--- config.mk ---
export PLATFORM = sky130hd
export DESIGN_NAME = gafsl_top
export DESIGN_NICKNAME = d
export VERILOG_FILES = /design/src/hw/gafsl_pkg.sv /design/src/hw/gafsl_top.sv
export SDC_FILE = /design/constraint.sdc
export NUM_CORES = 1
export LEC_CHECK = 0
export BUFFER_PORTS_ARGS = -buffer_cell sky130_fd_sc_hd__buf_2
export CAP_MARGIN = 15
export CORE_MARGIN = 1.5
export CORE_UTILIZATION = 46
export CTS_BUF_LIST = sky130_fd_sc_hd__clkbuf_16
export DETAILED_ROUTE_END_ITERATION = 7
export GPL_ROUTABILITY_DRIVEN = 0
export PLACE_DENSITY_LB_ADDON = 0.05
export SYNTH_ARGS = -nofsm -noshare
export SYNTH_HDL_FRONTEND = slang
export SYNTH_SLANG_ARGS = --single-unit
--- constraint.sdc ---
create_clock -name i_ref_clk -period 6.15 [get_ports i_ref_clk]
set_clock_uncertainty 0.1 [all_clocks]
set_input_delay 0.3075 -clock i_ref_clk [delete_from_list [all_inputs] [get_ports i_ref_clk]]
set_output_delay 0.3075 -clock i_ref_clk [all_outputs]
set_load 0.01 [all_outputs]
--- src/hw/gafsl_pkg.sv ---
package gafsl_pkg;
    // ------------------------------------------------------------
    // pad bank shape
    // ------------------------------------------------------------
    localparam int          NUM_PADS     = 22;
    localparam int          PAD_RF       = 4;   // pad five, zero based
    localparam int          PAD_ALARM    = 5;   // pad six
    localparam int          PAD_BUZZ     = 6;   // pad seven
    localparam logic [21:0] ALT_CAPABLE  = 22'h000070;

    // ------------------------------------------------------------
    // register byte offsets
    // ------------------------------------------------------------
    localparam logic [7:0] OFS_DOUT      = 8'h00;
    localparam logic [7:0] OFS_DIR       = 8'h04;
    localparam logic [7:0] OFS_ALT       = 8'h08;
    localparam logic [7:0] OFS_PIN       = 8'h0c;
    localparam logic [7:0] OFS_NET       = 8'h10;
    localparam logic [7:0] OFS_ALARM     = 8'h14;
    localparam logic [7:0] OFS_BUZZ      = 8'h18;
    localparam logic [7:0] OFS_IRQ_STAT  = 8'h1c;
    localparam logic [7:0] OFS_IRQ_MASK  = 8'h20;

    // ------------------------------------------------------------
    // field positions and reset values
    // ------------------------------------------------------------
    localparam int          ALARM_CLR_BIT = 0;  // write one: clear command
    localparam int          BUZZ_EN_BIT   = 16; // half period minus one in [15:0]
    localparam int          IRQ_ALARM_BIT = 0;
    localparam int          IRQ_EDGE_BIT  = 1;
    localparam logic [21:0] RST_PADS      = 22'h000000;
    localparam logic [16:0] RST_BUZZ      = 17'h00000;
    localparam logic [1:0]  RST_IRQ       = 2'h0;

    // ------------------------------------------------------------
    // indicator timing
    // ------------------------------------------------------------
    localparam int CLK_PERIOD_NS  = 10;
    localparam int NS_PER_MS      = 1000000;
    localparam int FAST_PERIOD_MS = 1000;
    localparam int FAST_ON_MS     = 500;
    localparam int SLOW_PERIOD_MS = 3000;
    localparam int SLOW_ON_MS     = 300;
    localparam int CYC_PER_MS     = NS_PER_MS / CLK_PERIOD_NS;
    localparam int FAST_PERIOD_CYC = FAST_PERIOD_MS * CYC_PER_MS;
    localparam int FAST_ON_CYC     = FAST_ON_MS * CYC_PER_MS;
    localparam int SLOW_PERIOD_CYC = SLOW_PERIOD_MS * CYC_PER_MS;
    localparam int SLOW_ON_CYC     = SLOW_ON_MS * CYC_PER_MS;

    // ------------------------------------------------------------
    // device network state
    // ------------------------------------------------------------
    typedef enum logic [1:0] {
        NET_OFF    = 2'b00,
        NET_SEARCH = 2'b01,
        NET_REG    = 2'b10,
        NET_CALL   = 2'b11
    } gafsl_net_t;
endpackage

--- src/hw/gafsl_top.sv ---
// Decided for this implementation: the AHB-Lite register port and the address map.
`timescale 1ns/10ps
// Behaviour
// - each pad is set to input, output or alternate function mode.
// - an input pad is only read and returns its sampled pad level.
// - an output pad takes written levels, reads them back, and is no input.
// - an alternate pad is driven by internal function logic, not by writes.
// - only pads five, six and seven accept alternate mode.
// - pad five in alternate mode drives the rf transmit monitor.
// - pad six in alternate mode drives the alarm signal.
// - pad seven in alternate mode drives the buzzer square wave.
// - output pads drive both levels actively, push-pull.
// - the alarm rises on an alarm event and holds until the clear command.
// - the buzzer pad gives square waves on call or message events or on request.
// - the indicator is off when off, on in a call, and blinks otherwise.
// - during search the indicator blinks with 1 s period and 0.5 s on.
// - when registered it blinks with 3 s period and 0.3 s on.
// - the indicator pin is low while the lamp is lit.
module gafsl_top
#(
    parameter int P_FAST_PERIOD_CYC = gafsl_pkg::FAST_PERIOD_CYC,
    parameter int P_FAST_ON_CYC     = gafsl_pkg::FAST_ON_CYC,
    parameter int P_SLOW_PERIOD_CYC = gafsl_pkg::SLOW_PERIOD_CYC,
    parameter int P_SLOW_ON_CYC     = gafsl_pkg::SLOW_ON_CYC
)
(
    input  wire logic        i_ref_clk,
    input  wire logic        i_srst,
    input  wire logic        i_hsel,
    input  wire logic [31:0] i_haddr,
    input  wire logic [1:0]  i_htrans,
    input  wire logic        i_hwrite,
    input  wire logic [2:0]  i_hsize,
    input  wire logic [31:0] i_hwdata,
    input  wire logic        i_hready,
    output logic             o_hreadyout,
    output logic             o_hresp,
    output logic [31:0]      o_hrdata,
    input  wire logic [21:0] i_pad_in,
    output logic [21:0]      o_pad_out,
    output logic [21:0]      o_pad_oe,
    input  wire logic        i_rf_tx_active,
    input  wire logic        i_alarm_event,
    input  wire logic        i_ring_event,
    input  wire logic        i_ring_done,
    output logic             o_network_status_indicator,
    output logic             o_irq
);
    import gafsl_pkg::*;

    // ------------------------------------------------------------
    // declarations
    // ------------------------------------------------------------
    logic [21:0] dout_ff, dir_ff, alt_ff;
    logic [21:0] pin_s1_ff, pin_s2_ff, pin_prev_ff;
    logic [2:0]  warm_ff;
    logic [1:0]  net_ff;
    logic        alarm_ff, ring_ff, buzz_wave_ff;
    logic [16:0] buzz_ff;
    logic [15:0] buzz_cnt_ff;
    logic [1:0]  irq_stat_ff, irq_mask_ff, nxt_irq_stat;
    logic [31:0] blink_cnt_ff;
    logic [1:0]  blink_net_ff;
    logic        lamp_on;
    logic [31:0] period_cyc, on_cyc;
    logic [21:0] pad_out_nxt, pad_oe_nxt, func_val;
    logic        wr_pend_ff, rd_pend_ff;
    logic [7:0]  addr_ff;
    logic        hready_ff, hresp_ff, led_ff, irq_ff;
    logic [31:0] hrdata_ff;
    logic        addr_take, wr_dout, wr_dir, wr_alt, wr_net, wr_alarm;
    logic        wr_buzz, wr_istat, wr_imask, alarm_clr, edge_evt;

    // word address decode, shared by read and write paths
    function automatic logic hit(input logic [7:0] a, input logic [7:0] ofs);
        hit = (a[7:2] == ofs[7:2]);
    endfunction

    // ------------------------------------------------------------
    // ahb-lite slave
    // ------------------------------------------------------------
    assign addr_take = i_hsel && i_htrans[1] && i_hready;
    assign wr_dout   = wr_pend_ff && hit(addr_ff, OFS_DOUT);
    assign wr_dir    = wr_pend_ff && hit(addr_ff, OFS_DIR);
    assign wr_alt    = wr_pend_ff && hit(addr_ff, OFS_ALT);
    assign wr_net    = wr_pend_ff && hit(addr_ff, OFS_NET);
    assign wr_alarm  = wr_pend_ff && hit(addr_ff, OFS_ALARM);
    assign wr_buzz   = wr_pend_ff && hit(addr_ff, OFS_BUZZ);
    assign wr_istat  = wr_pend_ff && hit(addr_ff, OFS_IRQ_STAT);
    assign wr_imask  = wr_pend_ff && hit(addr_ff, OFS_IRQ_MASK);
    assign alarm_clr = wr_alarm && i_hwdata[ALARM_CLR_BIT];

    // reads take one wait state so a write just before is already visible
    always_ff @(posedge i_ref_clk)
    begin
        if (i_srst)
        begin
            wr_pend_ff <= 1'b0;
            rd_pend_ff <= 1'b0;
            addr_ff    <= 8'h00;
            hready_ff  <= 1'b1;
            hresp_ff   <= 1'b0;
            hrdata_ff  <= 32'h00000000;
        end
        else
        begin
            wr_pend_ff <= addr_take && i_hwrite;
            rd_pend_ff <= addr_take && !i_hwrite;
            if (addr_take)
                addr_ff <= i_haddr[7:0];
            hready_ff <= !(addr_take && !i_hwrite);
            hresp_ff  <= 1'b0;
            if (rd_pend_ff)
            begin
                unique case (1'b1)
                    hit(addr_ff, OFS_DOUT):     hrdata_ff <= {10'h000, dout_ff};
                    hit(addr_ff, OFS_DIR):      hrdata_ff <= {10'h000, dir_ff};
                    hit(addr_ff, OFS_ALT):      hrdata_ff <= {10'h000, alt_ff};
                    // output and alternate pads never report a sampled level
                    hit(addr_ff, OFS_PIN):      hrdata_ff <= {10'h000, pin_s2_ff & ~dir_ff & ~alt_ff};
                    hit(addr_ff, OFS_NET):      hrdata_ff <= {30'h00000000, net_ff};
                    hit(addr_ff, OFS_ALARM):    hrdata_ff <= {30'h00000000, ring_ff, alarm_ff};
                    hit(addr_ff, OFS_BUZZ):     hrdata_ff <= {15'h0000, buzz_ff};
                    hit(addr_ff, OFS_IRQ_STAT): hrdata_ff <= {30'h00000000, irq_stat_ff};
                    hit(addr_ff, OFS_IRQ_MASK): hrdata_ff <= {30'h00000000, irq_mask_ff};
                    default:                    hrdata_ff <= 32'h00000000;
                endcase
            end
        end
    end

    // ------------------------------------------------------------
    // pad configuration registers
    // ------------------------------------------------------------
    always_ff @(posedge i_ref_clk)
    begin
        if (i_srst)
        begin
            dout_ff <= RST_PADS;
            dir_ff  <= RST_PADS;
            alt_ff  <= RST_PADS;
            net_ff  <= NET_OFF;
        end
        else
        begin
            if (wr_dout)
                dout_ff <= i_hwdata[21:0];
            if (wr_dir)
                dir_ff <= i_hwdata[21:0];
            // alternate bits on pads without a function stay zero
            if (wr_alt)
                alt_ff <= i_hwdata[21:0] & ALT_CAPABLE;
            if (wr_net)
                net_ff <= i_hwdata[1:0];
        end
    end

    // ------------------------------------------------------------
    // pad input synchroniser
    // ------------------------------------------------------------
    always_ff @(posedge i_ref_clk)
    begin
        if (i_srst)
        begin
            pin_s1_ff   <= RST_PADS;
            pin_s2_ff   <= RST_PADS;
            pin_prev_ff <= RST_PADS;
            warm_ff     <= 3'h0;
        end
        else
        begin
            pin_s1_ff   <= i_pad_in;
            pin_s2_ff   <= pin_s1_ff;
            pin_prev_ff <= pin_s2_ff;
            warm_ff     <= {warm_ff[1:0], 1'b1};
        end
    end

    // ------------------------------------------------------------
    // alarm and ring latches
    // ------------------------------------------------------------
    // set wins over the clear command in the same cycle
    always_ff @(posedge i_ref_clk)
    begin
        if (i_srst)
        begin
            alarm_ff <= 1'b0;
            ring_ff  <= 1'b0;
        end
        else
        begin
            alarm_ff <= i_alarm_event || (alarm_ff && !alarm_clr);
            ring_ff  <= i_ring_event || (ring_ff && !i_ring_done);
        end
    end

    // ------------------------------------------------------------
    // buzzer tone generator
    // ------------------------------------------------------------
    // tone runs on request bit or while a call or message event plays
    always_ff @(posedge i_ref_clk)
    begin
        if (i_srst)
        begin
            buzz_ff      <= RST_BUZZ;
            buzz_cnt_ff  <= 16'h0000;
            buzz_wave_ff <= 1'b0;
        end
        else
        begin
            if (wr_buzz)
                buzz_ff <= i_hwdata[16:0];
            if (!(buzz_ff[BUZZ_EN_BIT] || ring_ff))
            begin
                buzz_cnt_ff  <= 16'h0000;
                buzz_wave_ff <= 1'b0;
            end
            else if (buzz_cnt_ff >= buzz_ff[15:0])
            begin
                buzz_cnt_ff  <= 16'h0000;
                buzz_wave_ff <= !buzz_wave_ff;
            end
            else
                buzz_cnt_ff <= buzz_cnt_ff + 16'h0001;
        end
    end

    // ------------------------------------------------------------
    // pad drive
    // ------------------------------------------------------------
    always_comb
    begin
        func_val            = 22'h000000;
        func_val[PAD_RF]    = i_rf_tx_active;
        func_val[PAD_ALARM] = alarm_ff;
        func_val[PAD_BUZZ]  = buzz_wave_ff;
    end

    generate
        for (genvar p = 0; p < NUM_PADS; p++)
        begin : g_pad
            // alternate beats the direction bit; outputs are push-pull
            assign pad_oe_nxt[p]  = alt_ff[p] || dir_ff[p];
            assign pad_out_nxt[p] = alt_ff[p] ? func_val[p] : (dir_ff[p] && dout_ff[p]);
        end
    endgenerate

    always_ff @(posedge i_ref_clk)
    begin
        if (i_srst)
        begin
            o_pad_oe  <= RST_PADS;
            o_pad_out <= RST_PADS;
        end
        else
        begin
            o_pad_oe  <= pad_oe_nxt;
            o_pad_out <= pad_out_nxt;
        end
    end

    // ------------------------------------------------------------
    // network status indicator
    // ------------------------------------------------------------
    always_comb
    begin
        period_cyc = (net_ff == NET_REG) ? 32'(P_SLOW_PERIOD_CYC) : 32'(P_FAST_PERIOD_CYC);
        on_cyc     = (net_ff == NET_REG) ? 32'(P_SLOW_ON_CYC) : 32'(P_FAST_ON_CYC);
        unique case (net_ff)
            NET_OFF:    lamp_on = 1'b0;
            NET_CALL:   lamp_on = 1'b1;
            NET_SEARCH: lamp_on = blink_cnt_ff < on_cyc;
            NET_REG:    lamp_on = blink_cnt_ff < on_cyc;
        endcase
    end

    // counter restarts on a state change so each pattern opens with a lit phase
    always_ff @(posedge i_ref_clk)
    begin
        if (i_srst)
        begin
            blink_cnt_ff <= 32'h00000000;
            blink_net_ff <= NET_OFF;
            led_ff       <= 1'b1;
        end
        else
        begin
            blink_net_ff <= net_ff;
            if (blink_net_ff != net_ff || blink_cnt_ff >= period_cyc - 32'h00000001)
                blink_cnt_ff <= 32'h00000000;
            else
                blink_cnt_ff <= blink_cnt_ff + 32'h00000001;
            led_ff <= !lamp_on;
        end
    end

    // ------------------------------------------------------------
    // interrupts
    // ------------------------------------------------------------
    // pulled-up inputs would flag a false change until the synchroniser fills
    assign edge_evt = warm_ff[2] && |((pin_s2_ff ^ pin_prev_ff) & ~dir_ff & ~alt_ff);

    always_comb
    begin
        nxt_irq_stat = irq_stat_ff;
        if (wr_istat)
            nxt_irq_stat = irq_stat_ff & ~i_hwdata[1:0];
        nxt_irq_stat[IRQ_ALARM_BIT] = nxt_irq_stat[IRQ_ALARM_BIT] || (i_alarm_event && !alarm_ff);
        nxt_irq_stat[IRQ_EDGE_BIT]  = nxt_irq_stat[IRQ_EDGE_BIT] || edge_evt;
    end

    always_ff @(posedge i_ref_clk)
    begin
        if (i_srst)
        begin
            irq_stat_ff <= RST_IRQ;
            irq_mask_ff <= RST_IRQ;
            irq_ff      <= 1'b0;
        end
        else
        begin
            irq_stat_ff <= nxt_irq_stat;
            if (wr_imask)
                irq_mask_ff <= i_hwdata[1:0];
            irq_ff <= |(irq_stat_ff & irq_mask_ff);
        end
    end

    assign o_hreadyout                = hready_ff;
    assign o_hresp                    = hresp_ff;
    assign o_hrdata                   = hrdata_ff;
    assign o_network_status_indicator = led_ff;
    assign o_irq                      = irq_ff;
endmodule

==> results by group <==
Setup path
  – Arrival time at the worst endpoint: 3520 ps
  – CP required: 6430 ps
  – Critical path buffers and inverters: 0
  – Critical path cell sequence: nor4b_2, and2_1, nand2_1, nand2_1, a21oi_1
  – Crit path capture type: flip-flop
  – Worst r2r src: addr_ff[7]
  – R2r setup slk: 2920 ps
  – R2r worst-path depth: 5
  – Crit start category: flip-flop
  – Top delay family on crit path: simple AND/OR/NAND/NOR gates
  – Cell mode on critical path: nand2_1
  – Slowest CP cell: and2_1
  – RR Endpoint: dir_ff[7]
  – Critical Path Max Stage Delay: 920 ps
  – Worst-path fanout max: 23
  – Kind of critical path: reg -> reg

Global routing
  – Largest net degree at the start of global routing: 100
  – Gr ovfl total: 0
  – Initial antenna violation count: 0
  – Vias in the first global route: 8189
  – Gr usage total: 0.223
  – First-pass GRT wire length: 44000 um

Detailed routing
  – Via Count: 8638
  – Detailed-route wire length per cell: 16.3 um
  – Starting DRT DRC Count: 534
  – WL met2: 12300 um
  – Post-route met1 wirelength: 13300 um
  – Antenna viol nets, final: 0
  – Uppermost routed layer: met4
  – WL met3: 1460 um
  – Vias per cell: 5.09
  – Final WL: 27600 um
  – DR pass1 iterations: 5
  – Drt drc: 0

Yosys
  – Post-synth top area share: 0.489
  – Synth unique cells: 74
  – Mapped Avg Cell Area: 9.16 um^2
  – Top_reg_cell synth: dfxtp_1
  – Top cells by area, synth: dfxtp_1 49%, nand2_1 7.0%, nor2b_1 5.1%
  – Synth warn: 0
  – Sequential area share after synthesis: 0.489
  – Post-synth EDFFs: 0
  – Cell taking the most area after synthesis: dfxtp_1
  – Asr flop ratio synth: 0
  – Most frequent cell after synthesis: dfxtp_1
  – Mapped Area: 11000 um^2
  – Register bit total from synthesis: 269
  – Cells after Synth: 1202
  – Synth cell count leaders: 269 x dfxtp_1, 204 x nand2_1, 89 x nor2b_1

STA
  – Fmax: 0.309 GHz
  – Final TNS setup: 0 ps
  – Setup ws final: 2920 ps
  – Worst rel slew slack: 0.219
  – Final period utilization: 0.526
  – Final hold slack: 28.0 ps
  – Fin crit period: 3230 ps
  – Worst Tran Pin Value: 1170 ps
  – Final Slew Violations: 0
  – Final Hold Viols: 0
  – RSZ-0062 raised after global routing: false
  – Final setup fails: 0

Placement
  – Post-DP HPWL: 18300 um
  – Port Buffers: 128
  – Pre-CTS setup slack: 2960 ps

Power
  – PD cells: 282 nW/um^2
  – Leak Pwr: 5.07 nW
  – Worst VDD drop: 0.198 mV

Finish
  – Area of the multi-input gates: 5120 um^2
  – Area delta synth->final: 20.4%
  – Layout cells sized above 1: 0.149
  – Util after Layout: 0.565
  – Diode count: 0
  – Final #Nets: 1483
  – Fillers: 2142
  – FF/Latch Area: 5390 um^2

Worst hold path
  – Hold WC Path Type: in -> reg
  – Hold path start: i_rf_tx_active
  – Hold Path Depth: 3
  – Hold Path End: o_pad_out[4]

Clock tree
  – TritonCTS Buffers: 30
  – Post-CTS Setup Bufs: 0
  – Clk sinks: 269
  – Clock latency on the worst-skew pair: 540 ps
  – Max clock buf depth: 3
  – Resize count post-CTS: 0
  – CTS tree: done
  – H-tree levels: 1
  – Clock root buffer: clkbuf_16
  – Clk slew on worst S/H paths: 60 ps

Die
  – Initial Utilization: 0.469
  – Placeable Area: 23500 um^2
  – Die area: 24900 um^2
  – Chip width: 158 um
  – Die Ht: 158 um
  – Site Rows: 56
  – Io pins: 180

Flow run
  – Maxcap violations: 0

Run status
  – Status: finished clean
worst reg2reg max path, stage by stage, from the launching register on:
cell,delay [ps]
dfxtp_1,370
nor4b_2,420
and2_1,920
nand2_1,910
nand2_1,280
a21oi_1,80
what timing repair did:
action | 4_1_cts | 5_1_grt
endpoints found under the hold margin | 101 | 0
endpoints found under the setup margin | 0 | 0
hold buffers | 54 | 0
report_power, final:
group / internal, W / total [W] / switching [W]
clock network: 0.00111 / 0.00181 / 0.000702
logic: 0.0000686 / 0.000149 / 0.0000804
registers: 0.00177 / 0.00178 / 0.0000165
total: 0.00295 / 0.00374 / 0.000799
routing by layer:
| metal | global-route usage | vias to the layer above |
|---|---|---|
| met5 | 0 | - |
| met4 | 0.0571 | 0 |
| met3 | 0.0367 | 37 |
| met2 | 0.351 | 226 |
| met1 | 0.317 | 4009 |
| li1 | - | 4366 |
final cells by class:
type | count | area share
flip-flops and latches | 269 | 0.406
multi-input cells | 833 | 0.386
repair buffers | 187 | 0.0924
clock buffers | 31 | 0.0585
well taps | 319 | 0.0301
clock inverters | 22 | 0.0167
inverters | 35 | 0.00991
cells by family after synthesis:
group	after synthesis	share of synthesized area
buffers and inverters	112	0.0503
AOI/OAI and AO/OA	213	0.132
DFF	269	0.489
and+or+nand+nor	497	0.231
other	1	0.000340
xor gates and xnor gates	71	0.0565
adders and majority gates	27	0.0307
muxes	12	0.0109
placed cells by master, fill, tap and decap left out, types with 4 or more instances in the layout:
cell           instances
nor3_2                 5
mux2i_1               12
nand2_1              204
and2_1                23
nor3_1                 6
nand3_1               26
buf_4                  5
nor4_1                 5
a31oi_1                5
bufinv_16              5
and4_1                 6
clkinv_1               9
nand3b_1               9
a211oi_1              13
nor4_2                 4
nor2b_1               89
dfxtp_1              269
buf_2                127
and3_1                11
a21oi_1               88
nor2_1                72
inv_1                 39
o21ai_0                6
dlygate4sd3_1         54
a31o_2                 5
a22oi_1               13
xor2_1                27
o211ai_1              13
a22o_1                18
nand2b_1               4
o22ai_1               11
ha_1                  27
a211oi_2               7
conb_1                13
a222oi_1               5
nand4_1                8
xnor2_1               44
clkbuf_16             31
state kept, by name (all words and copies together) (netlist names), 2 cells and up:
name,count
alt_ff,3
buzz_ff,17
irq_stat_ff,2
o_pad_oe,22
dout_ff,22
buzz_cnt_ff,16
pin_s2_ff,22
blink_net_ff,2
pin_s1_ff,22
blink_cnt_ff,32
o_pad_out,22
dir_ff,22
pin_prev_ff,22
addr_ff,6
warm_ff,3
net_ff,2
irq_mask_ff,2
o_hrdata,22
per-stage QoR:
step	total power, W	std cells	area (um^2)
floorplan	0.00190	1214	11100
global placement	0.00194	1589	11700
detailed placement	0.00194	1589	11700
CTS	0.00377	1696	13300
global route	0.00387	1696	13300
finish	0.00374	1696	13300
worst max path at each step:
stage	startpoint	to	slack, ps	depth (start not counted)
2_1_floorplan	net_ff[0]	blink_cnt_ff[13]	3860	9
3_3_place_gp	addr_ff[7]	dir_ff[10]	2970	5
3_5_place_dp	addr_ff[7]	dir_ff[8]	2960	5
4_1_cts	addr_ff[7]	dir_ff[7]	2950	5
5_1_grt	net_ff[0]	blink_cnt_ff[10]	2700	8
6_report	addr_ff[7]	dir_ff[7]	2920	5
(Power assumes the default switching activity.)
